File: src/hdl/arf_pkg.sv
/*
  Shared constants and types for the converter result formatter and clock prescaler.
  Assumes a 32-bit AXI4-Lite register bus and a 10-bit converter core outside.
*/
package arf_pkg;
  // ==========================================================
  // Register map (byte addresses)
  localparam logic [7:0] OFS_STATUS_CTRL = 8'h00;
  localparam logic [7:0] OFS_RESULT_HIGH = 8'h04;
  localparam logic [7:0] OFS_RESULT_LOW  = 8'h08;
  localparam logic [7:0] OFS_CLOCK_CFG   = 8'h0c;

  // ==========================================================
  // Status and control fields
  localparam int         SC_DONE_BIT     = 7;
  localparam int         SC_IRQEN_BIT    = 6;
  localparam int         SC_CONT_BIT     = 5;
  localparam int         SC_CHAN_LSB     = 0;
  localparam int         CHAN_W          = 5;
  localparam logic [4:0] CHAN_RESET      = 5'h1f;  // Converter powered off

  // ==========================================================
  // Clock configuration fields
  localparam int         CC_DIV_LSB      = 5;
  localparam int         CC_INSEL_BIT    = 4;
  localparam int         CC_MODE_LSB     = 2;
  localparam logic [2:0] DIV_RESET       = 3'h0;
  localparam logic       INSEL_RESET     = 1'b0;   // Oscillator clock

  // ==========================================================
  // Result layout modes
  typedef enum logic [1:0] {
    MODE_TRUNC  = 2'b00,
    MODE_RIGHT  = 2'b01,
    MODE_LEFT   = 2'b10,
    MODE_SIGNED = 2'b11
  } arf_mode_e;

  localparam arf_mode_e MODE_RESET = MODE_RIGHT;

  // ==========================================================
  // AXI responses
  localparam logic [1:0] RESP_OKAY   = 2'b00;
  localparam logic [1:0] RESP_SLVERR = 2'b10;

  typedef struct packed {
    logic [2:0] div;
    logic       inSel;
    arf_mode_e  mode;
  } arf_clk_cfg_s;

  localparam arf_clk_cfg_s CFG_RESET = '{div: DIV_RESET, inSel: INSEL_RESET, mode: MODE_RESET};
endpackage

File: src/hdl/arf_clk_div.sv
/*
  Converter clock prescaler: picks bus clock or oscillator tick, divides it.
  Assumes oscTick is a one-cycle enable synchronous to clk.
*/
`timescale 1ns/10ps
module arf_clk_div
  import arf_pkg::*;
(
  input  wire logic       clk,
  input  wire logic       rst_n,
  input  wire logic       oscTick,
  input  wire logic       inSel,
  input  wire logic [2:0] div,
  output logic            convClkTick
);
  // ==========================================================
  // Divide ratio minus one
  function automatic logic [3:0] ratioM1(input logic [2:0] d);
    case (d)
      3'h0:    ratioM1 = 4'h0;
      3'h1:    ratioM1 = 4'h1;
      3'h2:    ratioM1 = 4'h3;
      3'h3:    ratioM1 = 4'h7;
      default: ratioM1 = 4'hf;  // Top bit set divides by sixteen
    endcase
  endfunction

  logic       srcTick;
  logic [3:0] cnt_reg;

  // [RULE_12] source select mux
  assign srcTick = inSel ? 1'b1 : oscTick;

  // [RULE_10] count source ticks
  // Counter restarts cleanly if the ratio shrinks below the count
  always_ff @(posedge clk or negedge rst_n) begin
    if (!rst_n) begin
      cnt_reg     <= 4'h0;
      convClkTick <= 1'b0;
    end else if (srcTick) begin
      if (cnt_reg >= ratioM1(div)) begin
        cnt_reg     <= 4'h0;
        convClkTick <= 1'b1;
      end else begin
        cnt_reg     <= cnt_reg + 4'h1;
        convClkTick <= 1'b0;
      end
    end else begin
      convClkTick <= 1'b0;
    end
  end

  chk_div_tick_cause: assert property (@(posedge clk) disable iff (!rst_n) // [RULE_10]
    convClkTick |-> $past(srcTick) && ($past(cnt_reg) >= ratioM1($past(div))))
    else $error("prescaler tick without reaching the ratio");

  chk_bus_div1: assert property (@(posedge clk) disable iff (!rst_n) // [RULE_12]
    (inSel && div == 3'h0) [*2] |=> convClkTick)
    else $error("bus clock divided by one must tick every cycle");
endmodule

File: src/hdl/arf_result.sv
/*
  Result byte pair with justification layouts and the high-then-low read interlock.
  Assumes convDone is a one-cycle pulse with convResult valid in that cycle.
*/
`timescale 1ns/10ps
module arf_result
  import arf_pkg::*;
(
  input  wire logic       clk,
  input  wire logic       rst_n,
  input  arf_mode_e       mode,
  input  wire logic       convDone,
  input  wire logic [9:0] convResult,
  input  wire logic       readHigh,
  input  wire logic       readLow,
  output logic [7:0]      highByte,
  output logic [7:0]      lowByte,
  output logic            lockActive
);
  // ==========================================================
  // Layouts of the pair
  logic [7:0] highNext;
  logic [7:0] lowNext;

  // [RULE_02] [RULE_06] [RULE_07] [RULE_08] layouts
  always_comb begin
    case (mode)
      MODE_TRUNC: begin
        highNext = 8'h00;
        lowNext  = convResult[9:2];
      end
      MODE_RIGHT: begin
        highNext = {6'h00, convResult[9:8]};
        lowNext  = convResult[7:0];
      end
      MODE_LEFT: begin
        highNext = convResult[9:2];
        lowNext  = {convResult[1:0], 6'h00};
      end
      default: begin  // Signed: top result bit inverted
        highNext = {~convResult[9], convResult[8:2]};
        lowNext  = {convResult[1:0], 6'h00};
      end
    endcase
  end

  // [RULE_04] interlock armed by high read
  // Truncation never arms it since the high byte is unused there
  always_ff @(posedge clk or negedge rst_n) begin
    if (!rst_n) begin
      lockActive <= 1'b0;
    end else if (readLow) begin
      lockActive <= 1'b0;  // [RULE_17] release on low read
    end else if (readHigh && mode != MODE_TRUNC) begin
      lockActive <= 1'b1;
    end
  end

  // [RULE_03] [RULE_05] [RULE_09] load or discard
  always_ff @(posedge clk or negedge rst_n) begin
    if (!rst_n) begin
      highByte <= 8'h00;
      lowByte  <= 8'h00;
    end else if (convDone && (mode == MODE_TRUNC || !lockActive)) begin
      highByte <= highNext;
      lowByte  <= lowNext;
    end
  end

  chk_low_frozen: assert property (@(posedge clk) disable iff (!rst_n) // [RULE_04]
    lockActive && mode != MODE_TRUNC |=> $stable(lowByte) && $stable(highByte))
    else $error("held result pair changed while interlocked");

  chk_left_layout: assert property (@(posedge clk) disable iff (!rst_n) // [RULE_02]
    convDone && !lockActive && mode == MODE_LEFT
    |=> highByte == $past(convResult[9:2]) && lowByte == {$past(convResult[1:0]), 6'h00})
    else $error("left layout wrong");

  chk_trunc_load: assert property (@(posedge clk) disable iff (!rst_n) // [RULE_09]
    convDone && mode == MODE_TRUNC |=> lowByte == $past(convResult[9:2]) && highByte == 8'h00)
    else $error("truncation load wrong");

  chk_release_load: assert property (@(posedge clk) disable iff (!rst_n) // [RULE_17]
    readLow ##1 (convDone && mode == MODE_RIGHT && !readHigh)
    |=> lowByte == $past(convResult[7:0]))
    else $error("pair not reloaded after release");
endmodule

File: src/hdl/arf_top.sv
/*
  Converter result formatter and clock selection, behind an AXI4-Lite slave.
  Assumes the analog core gives a one-cycle convDone with a 10-bit convResult,
  and oscTick marks oscillator clock edges synchronously to clk.
*/
// Functional notes
// [RULE_01] Unmapped channel codes give undefined results; nothing is guaranteed.
// [RULE_02] Left layout: high has eight top bits, low two bits at top.
// [RULE_03] Both bytes load on each finished conversion in two-byte modes.
// [RULE_04] Reading high byte freezes low byte until it is read.
// [RULE_05] While frozen, newly finished results are thrown away.
// [RULE_06] Right layout: high has two top bits low, low has eight bits.
// [RULE_07] Signed left layout inverts the result top bit.
// [RULE_08] Truncation: low byte has eight top bits, high reads zero.
// [RULE_09] Truncation updates low byte every conversion, no interlock.
// [RULE_10] Divide field: 000 by1, 001 by2, 010 by4, 011 by8, 1xx by16.
// [RULE_11] Software picks source and divider near the recommended converter rate.
// [RULE_12] Select bit set picks bus clock, clear oscillator; reset clears it.
// [RULE_13] Mode field 00 trunc, 01 right, 10 left, 11 signed; reset right.
// [RULE_14] A too slow converter clock is neither detected nor flagged.
// [RULE_15] Without interrupts, done flag holds until a result read.
// [RULE_16] With interrupts, request clears on result read or status write.
// [RULE_17] After the low read releases the hold, next result loads both.
`timescale 1ns/10ps
module arf_top
  import arf_pkg::*;
#(
  parameter int ADDR_W = 8
) (
  input  wire logic              clk,
  input  wire logic              rst_n,
  // AXI4-Lite write address
  input  wire logic [ADDR_W-1:0] s_axi_awaddr,
  input  wire logic [2:0]        s_axi_awprot,
  input  wire logic              s_axi_awvalid,
  output logic                   s_axi_awready,
  // AXI4-Lite write data
  input  wire logic [31:0]       s_axi_wdata,
  input  wire logic [3:0]        s_axi_wstrb,
  input  wire logic              s_axi_wvalid,
  output logic                   s_axi_wready,
  // AXI4-Lite write response
  output logic [1:0]             s_axi_bresp,
  output logic                   s_axi_bvalid,
  input  wire logic              s_axi_bready,
  // AXI4-Lite read address
  input  wire logic [ADDR_W-1:0] s_axi_araddr,
  input  wire logic [2:0]        s_axi_arprot,
  input  wire logic              s_axi_arvalid,
  output logic                   s_axi_arready,
  // AXI4-Lite read data
  output logic [31:0]            s_axi_rdata,
  output logic [1:0]             s_axi_rresp,
  output logic                   s_axi_rvalid,
  input  wire logic              s_axi_rready,
  // Converter core side
  input  wire logic              oscTick,
  input  wire logic              convDone,
  input  wire logic [9:0]        convResult,
  output logic [CHAN_W-1:0]      chanSel,
  output logic                   contMode,
  output logic                   convClkTick,
  output logic                   convIrq
);
  // ==========================================================
  // Address decode helper
  function automatic logic hitReg(input logic [ADDR_W-1:0] a, input logic [7:0] ofs);
    hitReg = (a[7:2] == ofs[7:2]);
  endfunction

  function automatic logic mapped(input logic [ADDR_W-1:0] a);
    mapped = hitReg(a, OFS_STATUS_CTRL) || hitReg(a, OFS_RESULT_HIGH)
          || hitReg(a, OFS_RESULT_LOW) || hitReg(a, OFS_CLOCK_CFG);
  endfunction

  // ==========================================================
  // Declarations
  logic [ADDR_W-1:0] awAddr_reg;
  logic              awHeld_reg;
  logic [31:0]       wData_reg;
  logic              wStrb0_reg;
  logic              wHeld_reg;
  logic              wrFire;
  logic              rdFire;
  logic              scWrite;
  logic              cfgWrite;
  logic              readHigh;
  logic              readLow;
  logic              dataRead;
  logic              irqEn_reg;
  logic              done_reg;
  arf_clk_cfg_s      cfg_reg;
  logic [7:0]        highByte;
  logic [7:0]        lowByte;
  logic              lockActive;
  logic [7:0]        statusByte;
  logic [7:0]        rdByte;

  // ==========================================================
  // Write channel: address and data taken in either order
  assign s_axi_awready = !awHeld_reg && !s_axi_bvalid;
  assign s_axi_wready  = !wHeld_reg && !s_axi_bvalid;
  assign wrFire        = awHeld_reg && wHeld_reg && !s_axi_bvalid;

  // Address capture
  always_ff @(posedge clk or negedge rst_n) begin
    if (!rst_n) begin
      awHeld_reg <= 1'b0;
      awAddr_reg <= '0;
    end else if (s_axi_awvalid && s_axi_awready) begin
      awHeld_reg <= 1'b1;
      awAddr_reg <= s_axi_awaddr;
    end else if (wrFire) begin
      awHeld_reg <= 1'b0;
    end
  end

  // Data capture; only lane 0 carries register bits
  always_ff @(posedge clk or negedge rst_n) begin
    if (!rst_n) begin
      wHeld_reg  <= 1'b0;
      wData_reg  <= 32'h0000_0000;
      wStrb0_reg <= 1'b0;
    end else if (s_axi_wvalid && s_axi_wready) begin
      wHeld_reg  <= 1'b1;
      wData_reg  <= s_axi_wdata;
      wStrb0_reg <= s_axi_wstrb[0];
    end else if (wrFire) begin
      wHeld_reg <= 1'b0;
    end
  end

  // Write response one cycle after both halves are present
  always_ff @(posedge clk or negedge rst_n) begin
    if (!rst_n) begin
      s_axi_bvalid <= 1'b0;
      s_axi_bresp  <= RESP_OKAY;
    end else if (wrFire) begin
      s_axi_bvalid <= 1'b1;
      s_axi_bresp  <= mapped(awAddr_reg) ? RESP_OKAY : RESP_SLVERR;
    end else if (s_axi_bready) begin
      s_axi_bvalid <= 1'b0;
    end
  end

  assign scWrite  = wrFire && wStrb0_reg && hitReg(awAddr_reg, OFS_STATUS_CTRL);
  assign cfgWrite = wrFire && wStrb0_reg && hitReg(awAddr_reg, OFS_CLOCK_CFG);

  // ==========================================================
  // Status and control register; done bit is not writable
  always_ff @(posedge clk or negedge rst_n) begin
    if (!rst_n) begin
      irqEn_reg <= 1'b0;
      contMode  <= 1'b0;
      chanSel   <= CHAN_RESET;
    end else if (scWrite) begin
      irqEn_reg <= wData_reg[SC_IRQEN_BIT];
      contMode  <= wData_reg[SC_CONT_BIT];
      chanSel   <= wData_reg[SC_CHAN_LSB +: CHAN_W];
    end
  end

  // [RULE_12] [RULE_13] clock and layout config
  // The bits above the fields read as zero
  always_ff @(posedge clk or negedge rst_n) begin
    if (!rst_n) begin
      cfg_reg <= CFG_RESET;
    end else if (cfgWrite) begin
      cfg_reg.div   <= wData_reg[CC_DIV_LSB +: 3];
      cfg_reg.inSel <= wData_reg[CC_INSEL_BIT];
      cfg_reg.mode  <= arf_mode_e'(wData_reg[CC_MODE_LSB +: 2]);
    end
  end

  // ==========================================================
  // Read channel: one outstanding read, side effects at address handshake
  assign s_axi_arready = !s_axi_rvalid;
  assign rdFire        = s_axi_arvalid && s_axi_arready;
  assign readHigh      = rdFire && hitReg(s_axi_araddr, OFS_RESULT_HIGH);
  assign readLow       = rdFire && hitReg(s_axi_araddr, OFS_RESULT_LOW);
  assign dataRead      = readHigh || readLow;

  // Interrupt mode always reads the done bit as zero
  assign statusByte = {done_reg && !irqEn_reg, irqEn_reg, contMode, chanSel};

  // Read data selection
  always_comb begin
    if (hitReg(s_axi_araddr, OFS_STATUS_CTRL)) begin
      rdByte = statusByte;
    end else if (hitReg(s_axi_araddr, OFS_RESULT_HIGH)) begin
      rdByte = highByte;
    end else if (hitReg(s_axi_araddr, OFS_RESULT_LOW)) begin
      rdByte = lowByte;
    end else if (hitReg(s_axi_araddr, OFS_CLOCK_CFG)) begin
      rdByte = {cfg_reg.div, cfg_reg.inSel, cfg_reg.mode, 2'b00};
    end else begin
      rdByte = 8'h00;
    end
  end

  // Read data registered; unmapped reads answer zero with an error
  always_ff @(posedge clk or negedge rst_n) begin
    if (!rst_n) begin
      s_axi_rvalid <= 1'b0;
      s_axi_rdata  <= 32'h0000_0000;
      s_axi_rresp  <= RESP_OKAY;
    end else if (rdFire) begin
      s_axi_rvalid <= 1'b1;
      s_axi_rdata  <= {24'h00_0000, rdByte};
      s_axi_rresp  <= mapped(s_axi_araddr) ? RESP_OKAY : RESP_SLVERR;
    end else if (s_axi_rready) begin
      s_axi_rvalid <= 1'b0;
    end
  end

  // ==========================================================
  // Completion flag and request
  // [RULE_15] done flag sticky until read
  // A finishing conversion wins over a clearing read in the same cycle
  always_ff @(posedge clk or negedge rst_n) begin
    if (!rst_n) begin
      done_reg <= 1'b0;
    end else if (convDone && !irqEn_reg) begin
      done_reg <= 1'b1;
    end else if (dataRead) begin
      done_reg <= 1'b0;
    end
  end

  // [RULE_16] request cleared by read or write
  always_ff @(posedge clk or negedge rst_n) begin
    if (!rst_n) begin
      convIrq <= 1'b0;
    end else if (convDone && irqEn_reg) begin
      convIrq <= 1'b1;
    end else if (dataRead || scWrite) begin
      convIrq <= 1'b0;
    end
  end

  // ==========================================================
  // Submodules
  // [RULE_01] [RULE_14] results passed on as given, no rate check
  arf_result u_result (
    .clk        (clk),
    .rst_n      (rst_n),
    .mode       (cfg_reg.mode),
    .convDone   (convDone),
    .convResult (convResult),
    .readHigh   (readHigh),
    .readLow    (readLow),
    .highByte   (highByte),
    .lowByte    (lowByte),
    .lockActive (lockActive)
  );

  arf_clk_div u_clk_div (
    .clk         (clk),
    .rst_n       (rst_n),
    .oscTick     (oscTick),
    .inSel       (cfg_reg.inSel),
    .div         (cfg_reg.div),
    .convClkTick (convClkTick)
  );

  // ==========================================================
  // Checks
  chk_done_set: assert property (@(posedge clk) disable iff (!rst_n) // [RULE_15]
    convDone && !irqEn_reg |=> done_reg)
    else $error("done flag not set by conversion");

  chk_done_holds: assert property (@(posedge clk) disable iff (!rst_n) // [RULE_15]
    done_reg && !dataRead |=> done_reg)
    else $error("done flag dropped without a result read");

  chk_irq_clear: assert property (@(posedge clk) disable iff (!rst_n) // [RULE_16]
    convIrq && (dataRead || scWrite) && !convDone |=> !convIrq)
    else $error("request not cleared by read or write");

  chk_irq_set: assert property (@(posedge clk) disable iff (!rst_n) // [RULE_16]
    convDone && irqEn_reg |=> convIrq ##0 !statusByte[7])
    else $error("request not raised or done bit visible in interrupt mode");

  chk_high_read_lock: assert property (@(posedge clk) disable iff (!rst_n) // [RULE_05]
    readHigh && cfg_reg.mode != MODE_TRUNC ##1 (convDone && !readLow)
    |=> $stable(lowByte))
    else $error("result not discarded while held");

  chk_right_layout: assert property (@(posedge clk) disable iff (!rst_n) // [RULE_06]
    convDone && !lockActive && cfg_reg.mode == MODE_RIGHT
    |=> highByte == {6'h00, $past(convResult[9:8])} && lowByte == $past(convResult[7:0]))
    else $error("right layout wrong");

  chk_signed_layout: assert property (@(posedge clk) disable iff (!rst_n) // [RULE_07]
    convDone && !lockActive && cfg_reg.mode == MODE_SIGNED
    |=> highByte[7] == !$past(convResult[9]))
    else $error("signed layout top bit not inverted");

  // The config lands with the response, so only the cycle after it must be quiet
  chk_write_resp: assert property (@(posedge clk) disable iff (!rst_n)
    wrFire |=> s_axi_bvalid ##1 $stable(cfg_reg))
    else $error("write response missing");
endmodule

File: config.mk
export PLATFORM = sky130hd
export DESIGN_NAME = arf_top
export DESIGN_NICKNAME = d
export VERILOG_FILES = /design/src/hdl/arf_pkg.sv /design/src/hdl/arf_clk_div.sv /design/src/hdl/arf_result.sv /design/src/hdl/arf_top.sv
export SDC_FILE = /design/constraint.sdc
export NUM_CORES = 1
export LEC_CHECK = 0
export ABC_CLOCK_PERIOD_IN_PS = 2200
export BUFFER_PORTS_ARGS = -buffer_cell sky130_fd_sc_hd__buf_2
export CAP_MARGIN = 5
export CORE_UTILIZATION = 49
export CTS_BUF_LIST = sky130_fd_sc_hd__clkbuf_16
export CTS_CLUSTER_SIZE = 28
export DETAILED_ROUTE_END_ITERATION = 6
export GPL_TIMING_DRIVEN = 0
export PLACE_DENSITY = 0.8
export REMOVE_ABC_BUFFERS = 1
export SYNTH_ARGS = -nofsm -noshare
export SYNTH_HDL_FRONTEND = slang
export SYNTH_HIERARCHICAL = 1
export SYNTH_SLANG_ARGS = --single-unit
File: constraint.sdc
create_clock -name clk -period 2.2 [get_ports clk]
set_input_delay 0.22 -clock clk [delete_from_list [all_inputs] [get_ports clk]]
set_output_delay 0.22 -clock clk [all_outputs]
set_load 0.05 [all_outputs]
==> impl_metrics.ini, run 1 <==
[place]
dp.cells = 410
hpwl_microns = 4660
port_buffers = 62
gp_congestion = 0.856
dpl_cell_area_sq_mm = 0.00360

[timing]
tightest_slew_ns = 0.807
hold_ws_ns = -0.0105
fin_crit_sh_pct = 88.2
slew_headroom_pct = 46.2
tns_ns = 0
setup_viol = 0
finalHoldViolCount = 20
min_period_ns = 1.94
finalMaxSlewViolations = 0
fmax_mhz = 516
rsz0062_at_grt = false
skew_ns = 0.00456

[clocking]
clkTransAtPathRegs_ns = 0.05
hold_buffers = 0
cts_tree = done
htreeDepth = 3
clk-insertion-delay-late_ns = 0.33
postCtsResizedCells = 0
clockRootBuffer = clkbuf_16
post_cts_buffers = 0
numCtsBuffers = 9
cts_buffer_depth = 2
numClockSinks = 66

[cells_and_area]
area_growth_pct = 15.2
nets = 426
drive_above_1_share_pct = 38.2
n_antenna_cell = 0
multi_input_comb_area_sq_mm = 0.00148
regArea_sq_mm = 0.00166
final_cells = 425
n_fill_cell = 533
stdcell_area_sq_mm = 0.00387

[floorplan]
coreArea_sq_mm = 0.00649
start_util_pct = 51.8
rows = 29
ios = 126
fp.dieH_microns = 84.8
die_area_sq_mm = 0.00720
die_w_microns = 84.8

[critical_path]
required_ns = 2.41
cp_slowest_stage_delay_ns = 0.62
end_kind = flip-flop
worstSetupPathType = reg2reg
worstPathMaxFanout = 21
startpoint_type = flip-flop
arrival_ns = 2.15
crit_family = flip-flops
crit_start = cfg_reg[1]
slowest_stage = dfrtp_1
worst-path-buf-inv = 0
r2r-start = cfg_reg[1]
crit_chain = o21ai_2 > and2_1 > mux2_2

[grt]
grt_pass1_vias = 2248
antenna_found_initial = 0
overflow = 0
grt_pass1_wl_microns = 10900
grt_usage_pct = 19.9
grt_start_max_net_pins = 67

[power]
max-vdd-ir-drop_v = 0.000525
leakage_nw = 1.83
power_mw = 5.16
p_per_area_mw_per_mm2 = 1330

[logic_synthesis]
synth_cell_types = 41
ys_seq_area_share_pct = 49.3
syn_area_sq_mm = 0.00336
synth_edf_count = 0
syn_area_per_cell_sq_um = 11.9
synth-async-reset-ratio_pct = 100
syn_inst = 283
synth_seq_cells = 66
synth_ff_type = dfrtp_1
yosysWarnings = 6

[worst_hold_path]
hold_class = in2async

[drt]
drtIter0Drc = 140
first_pass_iters = 7
finalWirelength_microns = 6490
vias_per_cell = 5.46
via_count = 2320
wl_per_cell_microns = 15.3
antenna_left = 0
drc = 9

[outcome]
status = complete, but fails checks
violations = design-rule violations, negative hold slack

[job]
maxCapViolCount = 0
final cells by class:
cell class | instances | share of cell area [%]
clock buffer | 9 | 5.81
clock inverter | 6 | 1.32
inverter | 12 | 1.16
sequential | 66 | 42.8
tap | 77 | 2.49
multi-input combinational | 193 | 38.3
timing repair buffer | 62 | 8.07
cells by family after synthesis:
group                      share of synthesized area (%)
DFF                                                 49.3
and+or+nand+nor                                     11.6
muxes                                               18.4
buffers and inverters                               9.30
AOI/OAI and AO/OA                                   9.12
adders and majority gates                           1.86
other                                              0.112
xor gates and xnor gates                           0.261
path summary, 6_finish.rpt:
| check | end | slack [ns] | cells after the start |
|---|---|---|---|
| max | u_result/lowByte[3] | 0.26 | 3 |
| min | s_axi_rvalid | -0.01 | 1 |
| max reg2reg | u_result/lowByte[3] | 0.26 | 3 |
| min reg2reg | s_axi_bresp[1] | 0.50 | 2 |
| max in group asynchronous | awAddr_reg[3] | 1.69 | 1 |
| min in group clk | s_axi_rvalid | 0.07 | 2 |
where the power goes:
| group | switching, mW | internal, mW |
|---|---|---|
| Combinational | 1.04 | 0.730 |
| Sequential | 0.391 | 1.66 |
| Clock | 0.483 | 0.853 |
| Total | 1.91 | 3.24 |
cells in the mapped netlist (2+ instances only):
library cell  count  area share [%]
buf_6             3             1.0
mux2_4            2            0.89
o21ai_0          12             1.8
a32o_1            2            0.60
buf_4            28             6.3
mux4_2            3             2.0
a22o_1            4             1.0
a22oi_1           6             1.3
inv_1            12             1.3
nand4_1          11             2.0
o211ai_1          6             1.3
nor2b_1           7             1.3
nor3b_2           2            0.74
nor4_4            2             1.3
dfrtp_1          60              45
and2_1            4            0.74
nand2b_1          2            0.37
dfstp_2           6             4.7
a21o_1            3            0.67
ha_1              5             1.9
o21ai_2           2            0.52
mux2_2           40              13
clkbuf_1          5            0.56
a21oi_1          10             1.5
mux2i_1           6             1.8
nor3_1            2            0.30
nand3b_1          2            0.45
nand2_1           8            0.89
nor2_1           15             1.7
and3_1            2            0.37
metal layers:
metal / up-vias / track usage (%) / wire, microns
met5: - / 0 / 0
met4: 0 / 9.24 / 132
met3: 14 / 4.57 / 333
met2: 80 / 32.6 / 3260
met1: 1136 / 25.3 / 2770
li1: 1090 / - / -
cells in the final DEF (no fill, tap or decap), types with 2 or more instances in the layout:
master,count
a32o_1,2
mux4_2,3
clkinv_2,2
nand2b_1,2
nand4_1,11
o21ai_0,12
mux2_4,2
and2_1,4
a22oi_1,6
nand3b_1,2
nor3b_2,2
and3_1,2
mux2_2,40
dfstp_2,6
o21ai_2,2
a22o_1,4
nor4_4,2
buf_2,61
conb_1,26
nor2_1,15
clkbuf_16,9
a21oi_1,10
nor3_1,2
nor2b_1,7
mux2i_1,6
a21o_1,3
o211ai_1,6
dfrtp_1,60
nand2_1,8
inv_1,14
ha_1,5
worst register-to-register path, delay by kind of cell, from the launching register on:
family          cells  cell delay (ns)
mux                 1             0.40
compound gates      1             0.28
simple gates        1             0.53
flops               1             0.62
stage by stage:
step	setup WS [ns]	hold WS (ns)	util [%]
finish	0.261	-0.0105	59.6
detailed placement	0.264	0.369	55.4
CTS	0.256	0.0208	59.6
global placement	0.283	0.398	55.3
global route	0.146	0.0630	59.6
floorplan	-0.0734	-0.0756	-
Note: power is estimated with default switching activity, not from simulation.
==> run 2: changes to the inputs <==
- CELL_PAD_IN_SITES_DETAIL_PLACEMENT: unset -> 0
- CELL_PAD_IN_SITES_GLOBAL_PLACEMENT: unset -> 1
- CORE_MARGIN: unset -> 5
- CORE_UTILIZATION: 49 -> 38
- PLACE_DENSITY: 0.8 -> unset
- PLACE_DENSITY_LB_ADDON: unset -> 0.1
==> run 2 against run 1 <==
Effect of this change: the flow now finishes without violations; global-route usage is 6.3 points lower; routed wire length is 10% higher; sequential power hardly changed; hold slack better by 0.018 ns; clock skew is 0.00071 ns higher; sequential share of layout area is 1.0 points lower; clock power is 19% higher; setup slack worse by 0.084 ns; fmax is 4.2% lower; critical path depth stayed put; register-to-register slack worse by 0.08 ns; highest routed layer unchanged.
==> impl_metrics.ini, run 2 (synthesis gave the netlist of run 1 again) <==
[critical_path]
end_kind = flip-flop
startpoint_type = flip-flop
required_ns = 2.40
worstSetupPathType = reg2reg
arrival_ns = 2.23
worstPathMaxFanout = 21

[timing]
finalMaxSlewViolations = 0
setup_viol = 0
slew_headroom_pct = 45.0
min_period_ns = 2.02
tightest_slew_ns = 0.826
fin_crit_sh_pct = 92.0
skew_ns = 0.00527
tns_ns = 0
rsz0062_at_grt = false
fmax_mhz = 494
finalHoldViolCount = 0

[grt]
met3_usage_pct = 3.91
grt_pass1_vias = 2338
antenna_found_initial = 0
grt_usage_pct = 13.7
grt_pass1_wl_microns = 11900
grt_start_max_net_pins = 67
busiest_layer = met2
overflow = 0
met2_usage_pct = 19.7
grt_use_met1_pct = 19.6

[cells_and_area]
stdcell_area_sq_mm = 0.00397
n_antenna_cell = 0
area_growth_pct = 18.1
final_core_util_pct = 45.7
final_cell_mix = 61 x buf_2, 60 x dfrtp_1, 40 x mux2_2
drive_above_1_share_pct = 38.4
final_common_cell = buf_2
regArea_sq_mm = 0.00166
nets = 426
multi_input_comb_area_sq_mm = 0.00148
n_fill_cell = 837

[power]
max-vdd-ir-drop_v = 0.000592
p_per_area_mw_per_mm2 = 1370
power_mw = 5.42
seqPwrFrac_pct = 37.8
power.switching_mw = 1.94
leakage_nw = 1.85
switching_share_pct = 35.8
internal_power_mw = 3.48
clkPwrFrac_pct = 29.4
combPwrFrac_pct = 32.7

[drt]
wl_per_cell_microns = 15.6
drtIter0Drc = 67
via_count = 2261
first_pass_iters = 4
antenna_left = 0
drc = 0
vias_per_cell = 4.95
finalWirelength_microns = 7140

[clocking]
cts_tree = done
numClockSinks = 66
numCtsBuffers = 9
htreeDepth = 3
clockRootBuffer = clkbuf_16
post_cts_buffers = 0
cts_buffer_depth = 2
hold_buffers = 0
clkTransAtPathRegs_ns = 0.05
clk-insertion-delay-late_ns = 0.32
postCtsResizedCells = 0

[floorplan]
rows = 34
die_area_sq_mm = 0.0108
coreArea_sq_mm = 0.00868
fp.dieH_microns = 104
start_util_pct = 38.7
ios = 126
die_w_microns = 104

[place]
hpwl_microns = 5180
port_buffers = 62
gp_congestion = 0.717
dpl_cell_area_sq_mm = 0.00364

[worst_hold_path]
hold_class = in2async

[outcome]
status = complete, no violations

[job]
maxCapViolCount = 0
-- run 2: area by class of cell --
type                       count  area share, %
sequential                    66           41.8
multi-input combinational    193           37.4
timing repair buffer          62           7.88
clock buffer                   9           5.67
tap                          108           3.40
clock inverter                 7           2.74
inverter                      12           1.13
-- run 2: power by group through the flow --
stage	combinational [mW]	clock, mW	sequential [mW]
6_report	1.77	1.60	2.05
5_1_grt	1.94	1.69	2.12
4_1_cts	1.80	1.63	2.06
3_5_place_dp	1.79	0	2.09
3_3_place_gp	1.76	0	2.08
2_1_floorplan	1.11	0	2.28
-- run 2: worst max-delay path, stage by stage, from the launching register on --
cell and delay, ns:
dfrtp_1 0.63, o21ai_2 0.28, and2_1 0.59, mux2_2 0.41
-- run 2: stage by stage --
step           cells  setup slack [ns]  hold WS [ns]
2_1_floorplan    271           -0.0734       -0.0756
5_1_grt          457            0.0404        0.0665
3_3_place_gp     441             0.155         0.401
3_5_place_dp     441             0.148         0.388
4_1_cts          457             0.133        0.0435
6_report         457             0.176       0.00764
-- run 2: path summary, 6_finish.rpt --
| kind | startpoint | to | slack (ns) | cells past startpoint |
|---|---|---|---|---|
| max | cfg_reg[1] | u_result/lowByte[5] | 0.18 | 3 |
| min | rst_n | u_clk_div/convClkTick | 0.008 | 1 |
| max reg2reg | cfg_reg[1] | u_result/lowByte[5] | 0.18 | 3 |
| min reg2reg | s_axi_bresp[1] | s_axi_bresp[1] | 0.49 | 2 |
| max in group asynchronous | rst_n | u_result/lowByte[4] | 1.67 | 1 |
| min in group clk | s_axi_bready | s_axi_bvalid | 0.07 | 2 |
-- run 2: metal layers --
layer  vias up  wire, microns
met5         -              0
met4         0             85
met2        80           3110
met3         7            482
met1      1090           3460
li1       1084              -
==> run 3: changes to the inputs <==
--- a/config.mk
+++ b/config.mk
@@ -18,5 +18,4 @@
 export GPL_TIMING_DRIVEN = 0
 export PLACE_DENSITY_LB_ADDON = 0.1
-export REMOVE_ABC_BUFFERS = 1
 export SYNTH_ARGS = -nofsm -noshare
 export SYNTH_HDL_FRONTEND = slang
==> constraint.sdc (replaced) <==
create_clock -name clk -period 2.2 [get_ports clk]
set_input_delay 0.33 -clock clk [delete_from_list [all_inputs] [get_ports clk]]
set_output_delay 0.33 -clock clk [all_outputs]
set_load 0.05 [all_outputs]
==> run 3 against run 2 <==
Effect of this change: setup slack improved by 0.17 ns; sequential power down 2%; clock power down 14%; first-iteration DRC count grew 36%; design area is 5.5% higher; sequential share of layout area down 2.2 points; fmax up 9.1%; via count increased by 5.1%; total power down 2.1%; global-route usage rose by 0.35 points; count of clock-buffer cells in the layout unchanged; die area stayed put.
==> impl_metrics.ini, run 3 (synthesis gave the netlist of run 1 again) <==
[clocking]
clkTransAtPathRegs_ns = 0.06
cts_tree = done
clockRootBuffer = clkbuf_16
clk-insertion-delay-late_ns = 0.33
post_cts_buffers = 0
numCtsBuffers = 9
numClockSinks = 66
postCtsResizedCells = 0
hold_buffers = 0
htreeDepth = 3
cts_buffer_depth = 2

[timing]
min_period_ns = 1.85
tightest_slew_ns = 0.831
rsz0062_at_grt = false
fin_crit_sh_pct = 84.3
setup_viol = 0
fmax_mhz = 539
skew_ns = 0.00742
slew_headroom_pct = 44.6
finalMaxSlewViolations = 0
tns_ns = 0
finalHoldViolCount = 0
fin_ws_ns = 0.345

[floorplan]
start_util_pct = 38.7
fp.dieH_microns = 104
coreArea_sq_mm = 0.00868
rows = 34
ios = 126
die_w_microns = 104
die_area_sq_mm = 0.0108

[grt]
grt_pass1_vias = 2405
antenna_found_initial = 0
grt_start_max_net_pins = 67
grt_usage_pct = 14.0
overflow = 0
grt_pass1_wl_microns = 12300

[critical_path]
setup.reg_to_reg.worst_slack_ns = 0.35
startpoint_type = flip-flop
cp_slowest_stage_delay_ns = 0.44
end_kind = flip-flop
r2r_end = u_clk_div/cnt_reg[2]
r2r_cells = 6
slowest_stage = dfrtp_1
worstSetupPathType = reg2reg
crit_chain = or3_1 > ha_1 > nor3b_2 > o21ai_2 > o22ai_1 > a21o_1
arrival_ns = 2.07
r2r-start = cfg_reg[5]
worst-path-buf-inv = 0
crit_family = compound AO/OA/AOI/OAI gates
required_ns = 2.42
worstPathMaxFanout = 6

[drt]
wl_per_cell_microns = 14.9
antenna_left = 0
via_count = 2377
finalWirelength_microns = 7350
drtIter0Drc = 91
drc = 0
vias_per_cell = 4.82
first_pass_iters = 4

[worst_hold_path]
hold_class = in2async

[place]
gp_congestion = 0.834
hpwl_microns = 5450
port_buffers = 61
place_ws_ns = 0.324

[cells_and_area]
final_common_cell = buf_2
n_antenna_cell = 0
drive_above_1_share_pct = 43.9
nets = 462
final_core_util_pct = 48.3
area_growth_pct = 24.6
n_fill_cell = 837
final_cell_mix = 61 x buf_2, 60 x dfrtp_1, 40 x mux2_2

[power]
leakage_nw = 2.00
p_per_area_mw_per_mm2 = 1270
max-vdd-ir-drop_v = 0.000604

[job]
maxCapViolCount = 0

[outcome]
status = complete, no violations
[run 3: worst max path at each step]
stage	to	slack [ns]	start	cells past startpoint
floorplan	wData_reg[0]	0.22	s_axi_bvalid	4
global placement	u_clk_div/cnt_reg[2]	0.34	cfg_reg[5]	6
detailed placement	u_clk_div/cnt_reg[2]	0.32	cfg_reg[5]	6
CTS	u_clk_div/cnt_reg[2]	0.32	cfg_reg[5]	6
global route	u_clk_div/cnt_reg[2]	0.21	cfg_reg[5]	6
finish	u_clk_div/cnt_reg[2]	0.35	cfg_reg[5]	6
[run 3: layout make-up]
type                            instances  area (sq um)  share of cell area [%]
Inverter                               12          45.0                    1.08
Multi-Input combinational cell        193          1490                    35.5
Clock buffer                            9           225                    5.38
Timing Repair Buffer                   61           308                    7.35
Clock inverter                          7          62.6                    1.49
Tap cell                              108           135                    3.23
Buffer                                 37           268                    6.39
Sequential cell                        66          1660                    39.6
[run 3: metal layers]
| layer | track usage [%] | vias up | part of all wire (%) |
|---|---|---|---|
| met5 | 0 | - | 0 |
| met4 | 5.00 | 0 | 1.3 |
| met1 | 19.1 | 1132 | 48 |
| met2 | 21.3 | 68 | 45 |
| li1 | - | 1167 | - |
| met3 | 3.91 | 10 | 5.9 |
[run 3: through the flow]
step                std cells  total power [mW]  instance area [sq um]  hold WS (ns)
floorplan                 308              3.49                   3460        0.0344
global placement          477              3.94                   3900         0.473
detailed placement        477              3.99                   3900         0.474
CTS                       493              5.37                   4190         0.131
global route              493              5.62                   4190         0.179
finish                    493              5.31                   4190        0.0711
[run 3: worst register-to-register path, stage by stage, from the launching register on]
cell and delay, ns:
dfrtp_1 0.44, or3_1 0.40, ha_1 0.29, nor3b_2 0.05
o21ai_2 0.26, o22ai_1 0.13, a21o_1 0.19
[run 3: power breakdown]
group,internal (mW),switching (mW)
clock network,0.784,0.582
registers,1.66,0.339
logic,0.811,1.13
